--- config.mk ---
export PLATFORM = sky130hd
export DESIGN_NAME = qpt_timer
export DESIGN_NICKNAME = d
export VERILOG_FILES = /design/src/rtl/qpt_pkg.sv /design/src/rtl/qpt_timer.sv
export SDC_FILE = /design/constraint.sdc
export NUM_CORES = 1
export LEC_CHECK = 0
export ABC_AREA = 1
export BUFFER_PORTS_ARGS = -buffer_cell sky130_fd_sc_hd__buf_4
export CAP_MARGIN = 20
export CORE_ASPECT_RATIO = 1.4
export CORE_MARGIN = 2
export CORE_UTILIZATION = 55
export CTS_CLUSTER_SIZE = 16
export DETAILED_ROUTE_END_ITERATION = 10
export MAX_ROUTING_LAYER = met4
export PLACE_DENSITY = 0.75
export SLEW_MARGIN = 0
export SYNTH_ARGS = -nofsm -noshare
export SYNTH_HDL_FRONTEND = slang
export SYNTH_SLANG_ARGS = --single-unit
--- constraint.sdc ---
create_clock -name core_clk_i -period 5 [get_ports core_clk_i]
set_input_delay 0.5 -clock core_clk_i [delete_from_list [all_inputs] [get_ports core_clk_i]]
set_output_delay 0.5 -clock core_clk_i [all_outputs]
set_load 0.02 [all_outputs]
--- src/rtl/qpt_pkg.sv ---
// Constants, register map and carrier types of the four-channel preload timer.
// What this block does
// RULE1: Timers 0-2 tick at system clock/4; timer 3 at clock/4 or strapped 32 kHz.
// RULE2: With the 32 kHz source, timer 3 keeps counting while the device halts.
// RULE3: Each timer's source passes a prescaler set by control bits 2..0.
// RULE4: Counter adds one per prescaled pulse; passing FFH raises overflow.
// RULE5: On overflow the counter reloads from preload and keeps counting.
// RULE6: Preload write while stopped is copied into the counter at once.
// RULE7: Preload write while running only changes preload; counter takes it on overflow.
// RULE8: Reading a count blocks that timer's input tick; lost counts stay lost.
// RULE9: Software writes mode bits 7..6 as binary 10 for proper operation.
// RULE10: Control bit 4 set lets the timer count; cleared stops it.
// RULE11: Software loads preload before starting; zero gives the full 256 counts.
// RULE12: An overflow interrupts only while that timer's enable bit is set.
// RULE13: Timer 0..3 overflows vector to 08H, 0CH, 10H and 14H.
// RULE14: Overflow sets a sticky flag; cleared on interrupt entry or by software.
// RULE15: Prescaler divides by two to the rate field; overflow event is one cycle.
package qpt_pkg;

  localparam int unsigned NTMR = 4;

  // Register indices on the plain register port.
  localparam logic [3:0] ADDR_COUNT0 = 4'h0;
  localparam logic [3:0] ADDR_CTRL0  = 4'h4;
  localparam logic [3:0] ADDR_STATUS = 4'h8;
  localparam logic [3:0] ADDR_MASK   = 4'h9;

  // Field positions and values of a timer control register.
  localparam int unsigned CTRL_RATE_LSB = 0;
  localparam int unsigned CTRL_RUN_BIT  = 4;
  localparam int unsigned CTRL_MODE_LSB = 6;
  localparam logic [1:0]  MODE_TIMER    = 2'h2;

  // Reset values.
  localparam logic [7:0] CTRL_RST   = 8'h00;
  localparam logic [7:0] COUNT_RST  = 8'h00;
  localparam logic [3:0] STATUS_RST = 4'h0;
  localparam logic [3:0] MASK_RST   = 4'h0;

  // Timing.
  localparam int unsigned CLK_HZ       = 50000000;
  localparam int unsigned SYS_DIV      = 4;
  localparam logic [1:0]  SYS_DIV_LAST = 2'(SYS_DIV - 1);
  localparam logic [7:0]  COUNT_MAX    = 8'hff;

  // Interrupt vectors.
  localparam logic [7:0] VEC_BASE = 8'h08;
  localparam logic [7:0] VEC_STEP = 8'h04;

  typedef struct packed {
    logic [1:0] mode;
    logic       rsv5;
    logic       run;
    logic       rsv3;
    logic [2:0] rate;
  } qpt_ctrl_t;

  typedef struct packed {
    logic       wr;
    logic       rd;
    logic [3:0] addr;
    logic [7:0] wdata;
  } qpt_bus_t;

endpackage : qpt_pkg

--- src/rtl/qpt_timer.sv ---
// Four 8-bit preload timers with prescalers, register port and interrupt flags.
//
// Decided for this implementation: strobed register access and the address map.
`timescale 1ns/10ps
`default_nettype none

module qpt_timer (
  input  wire logic             core_clk_i,    // System clock, 50 MHz.
  input  wire logic             rst_b_i,       // Asynchronous reset, active low.
  input  wire qpt_pkg::qpt_bus_t bus_i,        // Register port request.
  output logic [7:0]            rd_data_o,     // Read data, cycle after read strobe.
  input  wire logic             halt_i,        // Device is in halt power-down.
  input  wire logic             rtc_clk_i,     // 32 kHz crystal clock pin.
  input  wire logic             cfg_rtc_sel_i, // Strap: timer 3 uses the 32 kHz source.
  input  wire logic             irq_ack_i,     // Interrupt entry acknowledge pulse.
  output logic                  irq_o,         // Interrupt request level.
  output logic [7:0]            irq_vec_o,     // Vector of lowest-numbered pending timer.
  output logic [3:0]            ovf_o          // Registered overflow pulses.
);
  import qpt_pkg::*;

  function automatic logic [6:0] rate_mask(input logic [2:0] rate);
    return 7'((8'h01 << rate) - 8'h01);
  endfunction : rate_mask

  function automatic logic is_addr(input qpt_bus_t b, input logic [3:0] a);
    return b.addr == a;
  endfunction : is_addr

  logic [1:0]      div_r;
  logic            sys_tick;
  logic            rtc_meta_r;
  logic            rtc_sync_r;
  logic            rtc_prev_r;
  logic            rtc_tick;
  logic            rtc_sel_r;
  logic            strap_done_r;
  qpt_ctrl_t       ctrl_r    [NTMR];
  logic [7:0]      count_r   [NTMR];
  logic [7:0]      preload_r [NTMR];
  logic [6:0]      pre_r     [NTMR];
  logic [NTMR-1:0] src_tick;
  logic [NTMR-1:0] rd_blk;
  logic [NTMR-1:0] cnt_wr;
  logic [NTMR-1:0] enabled;
  logic [NTMR-1:0] gated;
  logic [NTMR-1:0] pre_tick;
  logic [NTMR-1:0] ovf_evt;
  logic [3:0]      status_r;
  logic [3:0]      mask_r;
  logic [3:0]      pend;
  logic [1:0]      first_idx;
  logic [1:0]      vec_idx_r;
  logic            vec_valid_r;
  logic [7:0]      rd_data_r;
  logic [3:0]      ovf_r;

  // Divide the system clock by four; the divider stops while halted.
  always_ff @(posedge core_clk_i or negedge rst_b_i) begin
    if (!rst_b_i) begin
      div_r <= 2'h0;
    end else if (!halt_i) begin
      div_r <= div_r + 2'h1;
    end
  end

  assign sys_tick = !halt_i && (div_r == SYS_DIV_LAST); // RULE1

  // The crystal clock is sampled as a level and its rising edge becomes a tick.
  always_ff @(posedge core_clk_i or negedge rst_b_i) begin
    if (!rst_b_i) begin
      rtc_meta_r <= 1'b0;
      rtc_sync_r <= 1'b0;
      rtc_prev_r <= 1'b0;
    end else begin
      rtc_meta_r <= rtc_clk_i;
      rtc_sync_r <= rtc_meta_r;
      rtc_prev_r <= rtc_sync_r;
    end
  end

  assign rtc_tick = rtc_sync_r && !rtc_prev_r; // RULE2

  // The source option is a strap, caught once after reset release.
  always_ff @(posedge core_clk_i or negedge rst_b_i) begin
    if (!rst_b_i) begin
      rtc_sel_r    <= 1'b0;
      strap_done_r <= 1'b0;
    end else if (!strap_done_r) begin
      rtc_sel_r    <= cfg_rtc_sel_i;
      strap_done_r <= 1'b1;
    end
  end

  always_comb begin
    for (int i = 0; i < NTMR; i++) begin
      src_tick[i] = (i == NTMR - 1 && rtc_sel_r) ? rtc_tick : sys_tick; // RULE1
      rd_blk[i]   = bus_i.rd && is_addr(bus_i, ADDR_COUNT0 + 4'(i)); // RULE8
      cnt_wr[i]   = bus_i.wr && is_addr(bus_i, ADDR_COUNT0 + 4'(i));
      enabled[i]  = ctrl_r[i].run && (ctrl_r[i].mode == MODE_TIMER); // RULE10
      gated[i]    = src_tick[i] && enabled[i] && !rd_blk[i]; // RULE8
      pre_tick[i] = gated[i] &&
                    ((pre_r[i] & rate_mask(ctrl_r[i].rate)) == rate_mask(ctrl_r[i].rate)); // RULE3
      ovf_evt[i]  = pre_tick[i] && (count_r[i] == COUNT_MAX); // RULE4
    end
  end

  // Control registers.
  always_ff @(posedge core_clk_i or negedge rst_b_i) begin
    if (!rst_b_i) begin
      for (int i = 0; i < NTMR; i++) begin
        ctrl_r[i] <= qpt_ctrl_t'(CTRL_RST);
      end
    end else if (bus_i.wr && bus_i.addr[3:2] == ADDR_CTRL0[3:2]) begin
      ctrl_r[bus_i.addr[1:0]] <= qpt_ctrl_t'(bus_i.wdata);
    end
  end

  // Prescalers restart from zero whenever their timer is stopped.
  always_ff @(posedge core_clk_i or negedge rst_b_i) begin
    if (!rst_b_i) begin
      for (int i = 0; i < NTMR; i++) begin
        pre_r[i] <= 7'h00;
      end
    end else begin
      for (int i = 0; i < NTMR; i++) begin
        if (!enabled[i]) begin
          pre_r[i] <= 7'h00;
        end else if (gated[i]) begin
          pre_r[i] <= pre_r[i] + 7'h01; // RULE15
        end
      end
    end
  end

  // Preload registers take every write to the count address.
  always_ff @(posedge core_clk_i or negedge rst_b_i) begin
    if (!rst_b_i) begin
      for (int i = 0; i < NTMR; i++) begin
        preload_r[i] <= COUNT_RST;
      end
    end else begin
      for (int i = 0; i < NTMR; i++) begin
        if (cnt_wr[i]) begin
          preload_r[i] <= bus_i.wdata; // RULE7
        end
      end
    end
  end

  // Counters; a reload on overflow uses the preload held before any same-cycle write.
  always_ff @(posedge core_clk_i or negedge rst_b_i) begin
    if (!rst_b_i) begin
      for (int i = 0; i < NTMR; i++) begin
        count_r[i] <= COUNT_RST;
      end
    end else begin
      for (int i = 0; i < NTMR; i++) begin
        if (cnt_wr[i] && !ctrl_r[i].run) begin
          count_r[i] <= bus_i.wdata; // RULE6
        end else if (ovf_evt[i]) begin
          count_r[i] <= preload_r[i]; // RULE5
        end else if (pre_tick[i]) begin
          count_r[i] <= count_r[i] + 8'h01; // RULE4
        end
      end
    end
  end

  always_ff @(posedge core_clk_i or negedge rst_b_i) begin
    if (!rst_b_i) begin
      ovf_r <= 4'h0;
    end else begin
      ovf_r <= ovf_evt; // RULE15
    end
  end

  assign ovf_o = ovf_r;

  // Sticky flags: an overflow in the clearing cycle wins over the clear.
  always_ff @(posedge core_clk_i or negedge rst_b_i) begin
    if (!rst_b_i) begin
      status_r <= STATUS_RST;
    end else begin
      for (int i = 0; i < NTMR; i++) begin
        if (ovf_evt[i]) begin
          status_r[i] <= 1'b1; // RULE14
        end else if ((bus_i.wr && is_addr(bus_i, ADDR_STATUS) && bus_i.wdata[i]) ||
                     (irq_ack_i && vec_valid_r && vec_idx_r == 2'(i))) begin
          status_r[i] <= 1'b0; // RULE14
        end
      end
    end
  end

  always_ff @(posedge core_clk_i or negedge rst_b_i) begin
    if (!rst_b_i) begin
      mask_r <= MASK_RST;
    end else if (bus_i.wr && is_addr(bus_i, ADDR_MASK)) begin
      mask_r <= bus_i.wdata[3:0];
    end
  end

  assign pend  = status_r & mask_r; // RULE12
  assign irq_o = |pend; // RULE12

  // Lowest timer number has the highest priority.
  always_comb begin
    first_idx = 2'h0;
    for (int i = NTMR - 1; i >= 0; i--) begin
      if (pend[i]) begin
        first_idx = 2'(i);
      end
    end
  end

  always_ff @(posedge core_clk_i or negedge rst_b_i) begin
    if (!rst_b_i) begin
      vec_idx_r   <= 2'h0;
      vec_valid_r <= 1'b0;
      irq_vec_o   <= VEC_BASE;
    end else begin
      vec_idx_r   <= first_idx;
      vec_valid_r <= |pend;
      irq_vec_o   <= VEC_BASE + (VEC_STEP * {6'h00, first_idx}); // RULE13
    end
  end

  // Read data stand for exactly the cycle after the read strobe.
  always_ff @(posedge core_clk_i or negedge rst_b_i) begin
    if (!rst_b_i) begin
      rd_data_r <= 8'h00;
    end else if (bus_i.rd) begin
      unique case (bus_i.addr)
        4'h0, 4'h1, 4'h2, 4'h3: rd_data_r <= count_r[bus_i.addr[1:0]];
        4'h4, 4'h5, 4'h6, 4'h7: rd_data_r <= ctrl_r[bus_i.addr[1:0]];
        ADDR_STATUS:            rd_data_r <= {4'h0, status_r};
        ADDR_MASK:              rd_data_r <= {4'h0, mask_r};
        default:                rd_data_r <= 8'h00;
      endcase
    end else begin
      rd_data_r <= 8'h00;
    end
  end

  assign rd_data_o = rd_data_r;

  // The same checks are repeated for every timer.
  for (genvar g = 0; g < NTMR; g++) begin : g_chk

  end
endmodule : qpt_timer

`default_nettype wire

==> flow_summary.json, run 1 <==
{
  "ant_nets": 0,
  "dr.pass1.iters": 5,
  "p_per_area_mw_per_mm2": 439,
  "drc_errors": 0,
  "cts_setup_buffers": 0,
  "r2r_setup_slack_ps": 2990,
  "finalMaxSlewViolations": 0,
  "grt_max_degree": 67,
  "post-route-period-util_pct": 40.1,
  "synth_top_cell_by_area": "dfrtp_1",
  "cts_tree": "done",
  "synth_area_mm2": 0.00855,
  "route.met2.wl_um": 10700,
  "ys_warn_count": 0,
  "crit_path_start_kind": "flop",
  "synth_seq_area_share_pct": 45.4,
  "wl_met3_um": 1440,
  "yosysUniqueCellTypes": 42,
  "finalCriticalPeriod_ps": 2010,
  "arrival_ps": 2380,
  "clk_latency_ps": 430,
  "grt_pass1_vias": 7119,
  "die_h_um": 152,
  "vias": 7491,
  "hold_path.class": "in -> async",
  "crit_required_ps": 5370,
  "routed_via_density": 5.54,
  "worstMarginPinSlew_ps": 621,
  "fp.dieW_um": 109,
  "wl_per_cell_um": 16.3,
  "leakagePower_nw": 4.76,
  "htreeDepth": 4,
  "crit_path_end_kind": "flop",
  "port-buffer-count": 35,
  "met1_length_um": 8980,
  "outcome": "finished, final reports clean",
  "synthAdderAreaFrac_pct": 1.32,
  "synth-edff-count": 0,
  "cts.root.buffer_cell": "clkbuf_16",
  "setup_viol": 0,
  "core_area_mm2": 0.0151,
  "whs_ps": 69.4,
  "synthFlopType": "dfrtp_1",
  "nNetsFinal": 1177,
  "cp_max_fo": 7,
  "initial_core_util_pct": 56.5,
  "area_growth_pct": 11.1,
  "drive_gt1_share_pct": 10.5,
  "fmax_mhz": 498,
  "maxSlewHeadroom_pct": 58.6,
  "synthCells": 1123,
  "worst_path_max_delay_cell": "dfrtp_1",
  "top_layer": "met4",
  "clkTransAtPathRegs_ps": 60,
  "synth_area_per_cell_um2": 7.61,
  "p_total_mw": 4.17,
  "row_count": 53,
  "worst-path-buf-inv": 0,
  "antenna_found_initial": 0,
  "cts_resized": 0,
  "synth_top_area_share_pct": 45.1,
  "critical-path-top-delay-family": "simple AND/OR/NAND/NOR gates",
  "yosys-top-cells-area": "dfrtp_1, nand2_1, inv_1",
  "tns_ps": 0,
  "nFillCells": 1324,
  "clock_sinks": 155,
  "crit_path_frequent_cell": "nand2_1",
  "io_pins": 41,
  "max-cap-violations": 0,
  "cts_hold_buf": 0,
  "hpwl_um": 15600,
  "synth_xor_xnor_area_share_pct": 2.36,
  "synth_top_family_by_area": "simple AND/OR/NAND/NOR gates",
  "ys_seq_elements": 155,
  "grt_pass1_wl_um": 35600,
  "yosys.area_share.simple_pct": 26.0,
  "antenna_cells": 0,
  "crit_path_max_incr_delay_ps": 390,
  "path_cells": "ha_1 > nand2_1 > nor2_2 > nand3_1 > nor2_4 > nand4_1 > nand2_1 > nand3_1 > nand2_1",
  "die_area_mm2": 0.0166,
  "grt_use_total_pct": 29.2,
  "clock_path_buffers": 2,
  "synth_compound_area_share_pct": 13.6,
  "overflow": 0,
  "cts_inserted_buffers": 17,
  "async_flop_share_pct": 100,
  "irDropWorstVdd_mv": 0.208,
  "muxShareOfSynthArea_pct": 0.132,
  "gp_congestion": 0.963,
  "wl_um": 22100,
  "hold_viol": 0,
  "skew_ps": 6.60,
  "drt_first_iter_violations": 532,
  "path_class": "reg -> reg",
  "grt_setup_unrepaired": "no"
}
[flip-flops by register name, indices dropped and copies added (netlist names), 2 cells and up]
signal,flops
vec_idx_r,2
rd_data_o,8
count_r,32
preload_r,32
ovf_o,4
div_r,2
mask_r,4
status_r,4
ctrl_r,32
pre_r,28
[synth_stat cells (2+ instances only)]
cell type,instances
nand2_1,295
inv_1,184
dfrtp_1,154
o21ai_0,112
nand3_1,82
nor2_1,37
a21oi_1,32
o22ai_1,30
o21ai_1,22
nand4_1,18
xor2_1,17
inv_2,13
clkbuf_1,12
nor3_1,12
nor2_4,11
buf_2,10
nand2_2,10
buf_4,9
ha_1,9
a31oi_1,8
nor2_2,6
xnor2_1,6
nand3_2,5
buf_6,4
o311ai_0,3
a211oi_1,2
a22o_1,2
clkinv_1,2
conb_1,2
nor3_4,2
[metrics by stage]
| stage | setup WS (ps) | cells | util, % | area (µm²) |
|---|---|---|---|---|
| 3_3_place_gp | 2820 | 1321 | 58.7 | 8880 |
| 6_report | 2990 | 1353 | 62.8 | 9500 |
| 5_1_grt | 2740 | 1353 | 62.8 | 9500 |
| 3_5_place_dp | 2740 | 1321 | 58.7 | 8880 |
| 2_1_floorplan | 3340 | 1127 | - | 8560 |
| 4_1_cts | 3000 | 1353 | 62.8 | 9500 |
[per-layer routing]
metal	vias to the layer above	global-route usage [%]
li1	3645	-
met1	3496	35.6
met2	269	46.2
met3	81	5.69
met4	0	14.6
met5	-	-
[worst paths after layout]
path | start | end | cells after the start
hold / removal | rst_b_i | pre_r[9] | 1
max in group asynchronous | rst_b_i | preload_r[5] | 2
setup reg to reg | count_r[16] | count_r[21] | 9
min in group core_clk_i | rtc_clk_i | rtc_meta_r | 1
setup / recovery | count_r[16] | count_r[21] | 9
hold reg to reg | rtc_meta_r | rtc_sync_r | 0
[power breakdown]
| part | switching (mW) | internal, mW | total [mW] |
|---|---|---|---|
| Clock | 0.529 | 0.817 | 1.35 |
| Sequential | 0.230 | 1.52 | 1.75 |
| Combinational | 0.688 | 0.382 | 1.07 |
| Total | 1.45 | 2.72 | 4.17 |
[cells by family after synthesis]
kind of cell	after synthesis
adder cells (fa/ha/maj)	9
other	2
XOR/XNOR	23
AND/OR/NAND/NOR	484
AO/OA/AOI/OAI	215
buffers and inverters	234
flip-flops	155
multiplexers	1
[layout by cell type, fill, tap and decap left out, drive strengths merged]
cell      synthesis  routed
nor3             14      14
nand2           306     306
nand4            19      19
conb              2       6
o311ai            3       3
o22ai            30      30
clkbuf           12      20
xnor2             6       6
o21a              1       1
nor2             54      54
clkinv            2       6
o31ai             1       1
buf              23      37
nor4              2       2
a211oi            2       2
xor2             17      17
nand3            88      88
a31oi             8       8
dfstp             1       1
ha                9       9
a21oi            33      33
nand3b            1       1
o21ai           134     134
dfrtp           154     154
bufinv            0       3
clkinvlp          0       2
a21boi            1       1
inv             197     200
a22o              2       2
mux2              1       1
[cell type report]
type | instances | area (µm²) | share of cell area, %
Sequential cell | 155 | 3880 | 40.9
Multi-Input combinational cell | 738 | 3730 | 39.3
Inverter | 199 | 747 | 7.87
Clock buffer | 20 | 457 | 4.81
Timing Repair Buffer | 37 | 282 | 2.96
Tap cell | 192 | 240 | 2.53
Clock inverter | 12 | 163 | 1.71
No activity file was read; power rests on OpenSTA's default activity.
==> run 2, diff against run 1 <==
==> constraint.sdc (replaced) <==
create_clock -name core_clk_i -period 1.9 [get_ports core_clk_i]
set_input_delay 0.19 -clock core_clk_i [delete_from_list [all_inputs] [get_ports core_clk_i]]
set_output_delay 0.19 -clock core_clk_i [all_outputs]
set_load 0.02 [all_outputs]
==> flow_summary.json, run 2 (synthesized netlist as in run 1, its figures left out) <==
{
  "wl_met3_um": 1230,
  "whs_ps": 91.8,
  "setup_viol": 0,
  "fmax_mhz": 558,
  "worst-path-buf-inv": 2,
  "fin_cells": 1385,
  "worst_slack_ps": 107,
  "finalCriticalPeriod_ps": 1790,
  "dp_cells": 1343,
  "area_growth_pct": 14.4,
  "p_total_mw": 11.0,
  "die_h_um": 152,
  "clk_latency_ps": 440,
  "r2r_start": "count_r[1]",
  "p_switching_mw": 3.89,
  "row_count": 53,
  "tns_ps": 0,
  "overflow": 0,
  "crit_path_frequent_cell": "nand2_1",
  "core_area_mm2": 0.0151,
  "irDropWorstVdd_mv": 0.648,
  "cts_tree": "done",
  "grt_pass1_vias": 7255,
  "arrival_ps": 2120,
  "worst_r2r_endpoint": "count_r[7]",
  "post-route-period-util_pct": 94.4,
  "placed_cell_area_mm2": 0.00907,
  "path_class": "reg -> reg",
  "leakagePower_nw": 4.90,
  "finalMaxSlewViolations": 0,
  "vias": 7614,
  "fp.dieW_um": 109,
  "clock_sinks": 155,
  "grt_pass1_wl_um": 36500,
  "hold_path.class": "in -> reg",
  "min-delay-start": "bus_i[12]",
  "p_seq_share_pct": 42.0,
  "hpwl_um": 16100,
  "max-cap-violations": 0,
  "routed_via_density": 5.50,
  "post-route-util_pct": 64.7,
  "dr.pass1.iters": 7,
  "r2r_setup_slack_ps": 110,
  "wl_um": 22400,
  "p_per_area_mw_per_mm2": 1120,
  "final_common_cell": "nand2_1",
  "nNetsFinal": 1209,
  "crit_path_max_incr_delay_ps": 410,
  "crit_path_end_kind": "flop",
  "layout_common_cells": "nand2_1, inv_1, dfrtp_1, o21ai_0, nand3_1",
  "clock_path_buffers": 2,
  "r2r_cells": 10,
  "skew_ps": 6.90,
  "clkTransAtPathRegs_ps": 60,
  "drc_errors": 0,
  "p_sw_share_pct": 35.4,
  "min_to": "rd_data_o[1]",
  "drive_gt1_share_pct": 13.2,
  "share_comb_of_total_power_pct": 27.0,
  "gp_congestion": 0.935,
  "critical-path-top-delay-family": "simple AND/OR/NAND/NOR gates",
  "io_pins": 41,
  "grt_max_degree": 46,
  "route.met2.wl_um": 11200,
  "crit_path_start_kind": "flop",
  "place_ws_ps": 79.5,
  "p_clk_share_pct": 31.0,
  "hold_depth": 3,
  "top_layer": "met4",
  "grt_use_total_pct": 29.9,
  "wl_per_cell_um": 16.2,
  "initial_core_util_pct": 56.5,
  "htreeDepth": 4,
  "port-buffer-count": 35,
  "crit_required_ps": 2230,
  "largestRegisters": "count_r: 32 flops, ctrl_r: 32 flops, preload_r: 32 flops",
  "cts.root.buffer_cell": "clkbuf_16",
  "p_int_mw": 7.10,
  "cp_max_fo": 5,
  "worst_path_max_delay_cell": "dfrtp_1",
  "met1_length_um": 9150,
  "path_cells": "ha_1 > nand3_1 > nor2_2 > nand3_2 > inv_1 > nand3_2 > inv_2 > nand2_1 > nand2_1 > nand2_1",
  "hold_viol": 0,
  "outcome": "finished, final reports clean",
  "antenna_found_initial": 0,
  "final_area_mm2": 0.00978,
  "cts_inserted_buffers": 17,
  "die_area_mm2": 0.0166,
  "ant_nets": 0,
  "drt_first_iter_violations": 615,
  "antenna_cells": 0
}
[run 2: cell type report]
| cell class | count | area (µm²) |
|---|---|---|
| tap | 192 | 240 |
| clock inverter | 13 | 144 |
| inverter | 199 | 747 |
| multi-input combinational | 739 | 3760 |
| sequential | 155 | 3880 |
| clock buffer | 19 | 453 |
| timing repair buffer | 68 | 549 |
| fill | 1354 | 5340 |
[run 2: power groups by stage]
stage	logic [mW]	registers, mW	clock network [mW]
3_3_place_gp	2.79	4.62	0
6_report	2.97	4.61	3.41
2_1_floorplan	2.07	4.52	0
5_1_grt	3.37	4.70	3.59
4_1_cts	2.88	4.59	3.44
3_5_place_dp	2.84	4.64	0
[run 2: worst max path at each step]
| stage | cells after the start | startpoint | to |
|---|---|---|---|
| floorplan | 10 | count_r[0] | count_r[3] |
| global placement | 10 | count_r[0] | count_r[5] |
| detailed placement | 10 | count_r[0] | count_r[7] |
| CTS | 10 | count_r[1] | count_r[7] |
| global route | 10 | count_r[1] | count_r[5] |
| finish | 10 | count_r[1] | count_r[7] |
[run 2: worst min-delay path: stages]
cell and delay [ps]:
buf_4 150, nand2_1 100, inv_1 60
[run 2: routing by layer]
layer  track usage [%]  up-vias
li1                  -     3714
met1              37.0     3564
met2              49.2      276
met3              4.28       60
met4              12.5        0
met5                 -        -
[run 2: timing repair]
| action | in CTS | in global routing |
|---|---|---|
| endpoints found under the setup margin | 0 | 11 |
| hold endpoints to repair | 45 | 0 |
| hold buffers | 4 | 0 |
| setup buffers | 0 | 5 |
| gates resized for setup | 0 | 7 |
==> run 3, diff against run 2 <==
--- a/config.mk
+++ b/config.mk
@@ -5,16 +5,17 @@
 export SDC_FILE = /design/constraint.sdc
 export NUM_CORES = 1
 export LEC_CHECK = 0
-export ABC_AREA = 1
 export BUFFER_PORTS_ARGS = -buffer_cell sky130_fd_sc_hd__buf_4
 export CAP_MARGIN = 20
+export CELL_PAD_IN_SITES_DETAIL_PLACEMENT = 1
+export CELL_PAD_IN_SITES_GLOBAL_PLACEMENT = 2
 export CORE_ASPECT_RATIO = 1.4
 export CORE_MARGIN = 2
-export CORE_UTILIZATION = 55
+export CORE_UTILIZATION = 42
 export CTS_CLUSTER_SIZE = 16
 export DETAILED_ROUTE_END_ITERATION = 10
 export MAX_ROUTING_LAYER = met4
-export PLACE_DENSITY = 0.75
+export PLACE_DENSITY = 0.82
 export SLEW_MARGIN = 0
 export SYNTH_ARGS = -nofsm -noshare
 export SYNTH_HDL_FRONTEND = slang
==> flow_summary.json, run 3 <==
{
  "irDropWorstVdd_mv": 0.726,
  "ys_seq_elements": 155,
  "synth_top_area_share_pct": 48.0,
  "worst_path_max_delay_cell": "dfrtp_1",
  "crit_path_end_kind": "flop",
  "p_per_area_mw_per_mm2": 1100,
  "synth_top_cell_by_area": "dfrtp_1",
  "wl_um": 23100,
  "finalMaxSlewViolations": 0,
  "yosysMostFrequentCell": "dfrtp_1",
  "grt_setup_unrepaired": "yes",
  "cts_inserted_buffers": 17,
  "yosys-top-cells-area": "dfrtp_1, mux2_2, mux4_2",
  "cts_tree": "done",
  "clock_sinks": 155,
  "gp_congestion": 0.882,
  "clock_path_buffers": 2,
  "arrival_ps": 2170,
  "wl_per_cell_um": 21.9,
  "die_h_um": 168,
  "worstMarginPinSlew_ps": 540,
  "hpwl_um": 16500,
  "crit_required_ps": 2210,
  "drc_errors": 0,
  "post-route-period-util_pct": 97.8,
  "area_growth_pct": 20.9,
  "path_cells": "ha_2 > nand2b_4 > o21ai_4 > nand3_2 > a211o_1 > o21a_4 > a221o_1",
  "ys_warn_count": 0,
  "yosysUniqueCellTypes": 72,
  "synth-edff-count": 0,
  "tns_ps": 0,
  "grt_use_total_pct": 24.3,
  "ant_nets": 0,
  "hold_viol": 0,
  "path_class": "reg -> reg",
  "fp.dieW_um": 121,
  "synthCells": 702,
  "core_area_mm2": 0.0187,
  "grt_pass1_vias": 6623,
  "leakagePower_nw": 4.17,
  "grt_max_degree": 51,
  "drt_first_iter_violations": 400,
  "dr.pass1.iters": 5,
  "clk_latency_ps": 430,
  "synthTopCellsByCount": "dfrtp_1, mux2_2, nor2_1, nand2_1, o21ai_0",
  "synth_area_per_cell_um2": 11.4,
  "max-cap-violations": 0,
  "port-buffer-count": 35,
  "setup_viol": 0,
  "vias": 6167,
  "drive_gt1_share_pct": 33.6,
  "crit_path_start_kind": "flop",
  "maxSlewHeadroom_pct": 64.0,
  "nNetsFinal": 831,
  "fmax_mhz": 538,
  "skew_ps": 7.70,
  "antenna_cells": 0,
  "grt_pass1_wl_um": 36600,
  "crit_path_max_incr_delay_ps": 360,
  "synth_seq_area_share_pct": 48.3,
  "antenna_found_initial": 0,
  "hold_path.class": "in -> reg",
  "initial_core_util_pct": 43.0,
  "routed_via_density": 5.84,
  "worst_slack_ps": 42.6,
  "outcome": "finished, final reports clean",
  "htreeDepth": 4,
  "layout_common_cells": "dfrtp_1, buf_4, mux2_2, nor2_1, nand2_1",
  "largestRegisters": "count_r: 32 flops, ctrl_r: 32 flops, preload_r: 32 flops",
  "async_flop_share_pct": 100,
  "row_count": 59,
  "final_common_cell": "dfrtp_1",
  "clkTransAtPathRegs_ps": 60,
  "overflow": 0,
  "synth_area_mm2": 0.00803,
  "finalCriticalPeriod_ps": 1860,
  "cts.root.buffer_cell": "clkbuf_16",
  "place_ws_ps": 8.94,
  "whs_ps": 123,
  "synthFlopType": "dfrtp_1",
  "die_area_mm2": 0.0202,
  "io_pins": 41,
  "cp_max_fo": 7
}
run 3: cell types whose count changed in the layout (fill, tap and decap cells not counted), moves of 16 or more:
cell and change:
nand2_1 -247, inv_1 -169, o21ai_0 -85, mux2_2 +71
nand3_1 -59, buf_4 +41, o22ai_1 -29, nor2_1 +28
a221o_1 +21, o21ai_1 -20, mux2i_1 +19, mux4_2 +16
run 3: per-stage QoR:
| stage | util (%) | power (mW) | instance area, µm² | cells |
|---|---|---|---|---|
| 3_5_place_dp | 48.0 | 7.01 | 8960 | 1018 |
| 3_3_place_gp | 48.0 | 6.85 | 8960 | 1018 |
| 2_1_floorplan | - | 5.88 | 8040 | 706 |
| 6_report | 52.0 | 10.6 | 9710 | 1056 |
| 4_1_cts | 51.5 | 10.6 | 9620 | 1052 |
| 5_1_grt | 52.0 | 11.1 | 9710 | 1056 |
run 3: power breakdown:
part | total (mW) | leakage (nW) | switching (mW) | internal [mW]
registers | 4.49 | 1.98 | 0.569 | 3.92
clock network | 3.59 | 0.301 | 1.32 | 2.27
logic | 2.57 | 1.88 | 1.24 | 1.33
run 3: logic make-up after synthesis:
| kind of cell | share of synthesized area [%] |
|---|---|
| fa+ha+maj | 1.40 |
| buf+inv | 3.26 |
| mux | 17.0 |
| xor+xnor | 3.27 |
| compound gates | 12.8 |
| other cells | 0.0936 |
| simple gates | 13.8 |
| flops | 48.3 |
run 3: layer usage:
metal | global-route usage [%] | up-vias | part of all wire (%)
met5 | - | - | 0
met3 | 3.75 | 32 | 3.0
li1 | - | 2779 | -
met2 | 42.0 | 105 | 53
met4 | 8.04 | 0 | 2.3
met1 | 28.8 | 3251 | 41
run 3: what timing repair did:
action / CTS / global route
resized for setup: 2 / 16
endpoints found under the setup margin: 7 / 20
pin swaps: 0 / 2
hold buffers: 4 / 0
setup buffers: 1 / 4
hold endpoints to repair: 48 / 0
run 3: critical path, delay by kind of cell, from the launching register on:
kind / cells / cell delay, ps
simple gates: 2 / 190
compound gates: 4 / 980
fa+ha+maj: 1 / 200
flops: 1 / 360
run 3: path summary, 6_finish.rpt:
path | from | to | slack [ps] | cells past startpoint
max in group asynchronous | rst_b_i | irq_vec_o[3] | 940 | 3
worst max-delay path | div_r[1] | count_r[5] | 40 | 7
worst max register to register | div_r[1] | count_r[5] | 40 | 7
worst min register to register | rtc_meta_r | rtc_sync_r | 370 | 0
worst min-delay path | bus_i[12] | rd_data_o[6] | 120 | 3
min in group asynchronous | rst_b_i | pre_r[2] | 280 | 2
run 3: area by class of cell:
class	count	area, µm²
Clock inverter	8	143
Inverter	15	56.3
Sequential cell	155	3880
Timing Repair Buffer	112	900
Fill cell	1981	8970
Multi-Input combinational cell	501	3950
Tap cell	244	305
Clock buffer	21	470
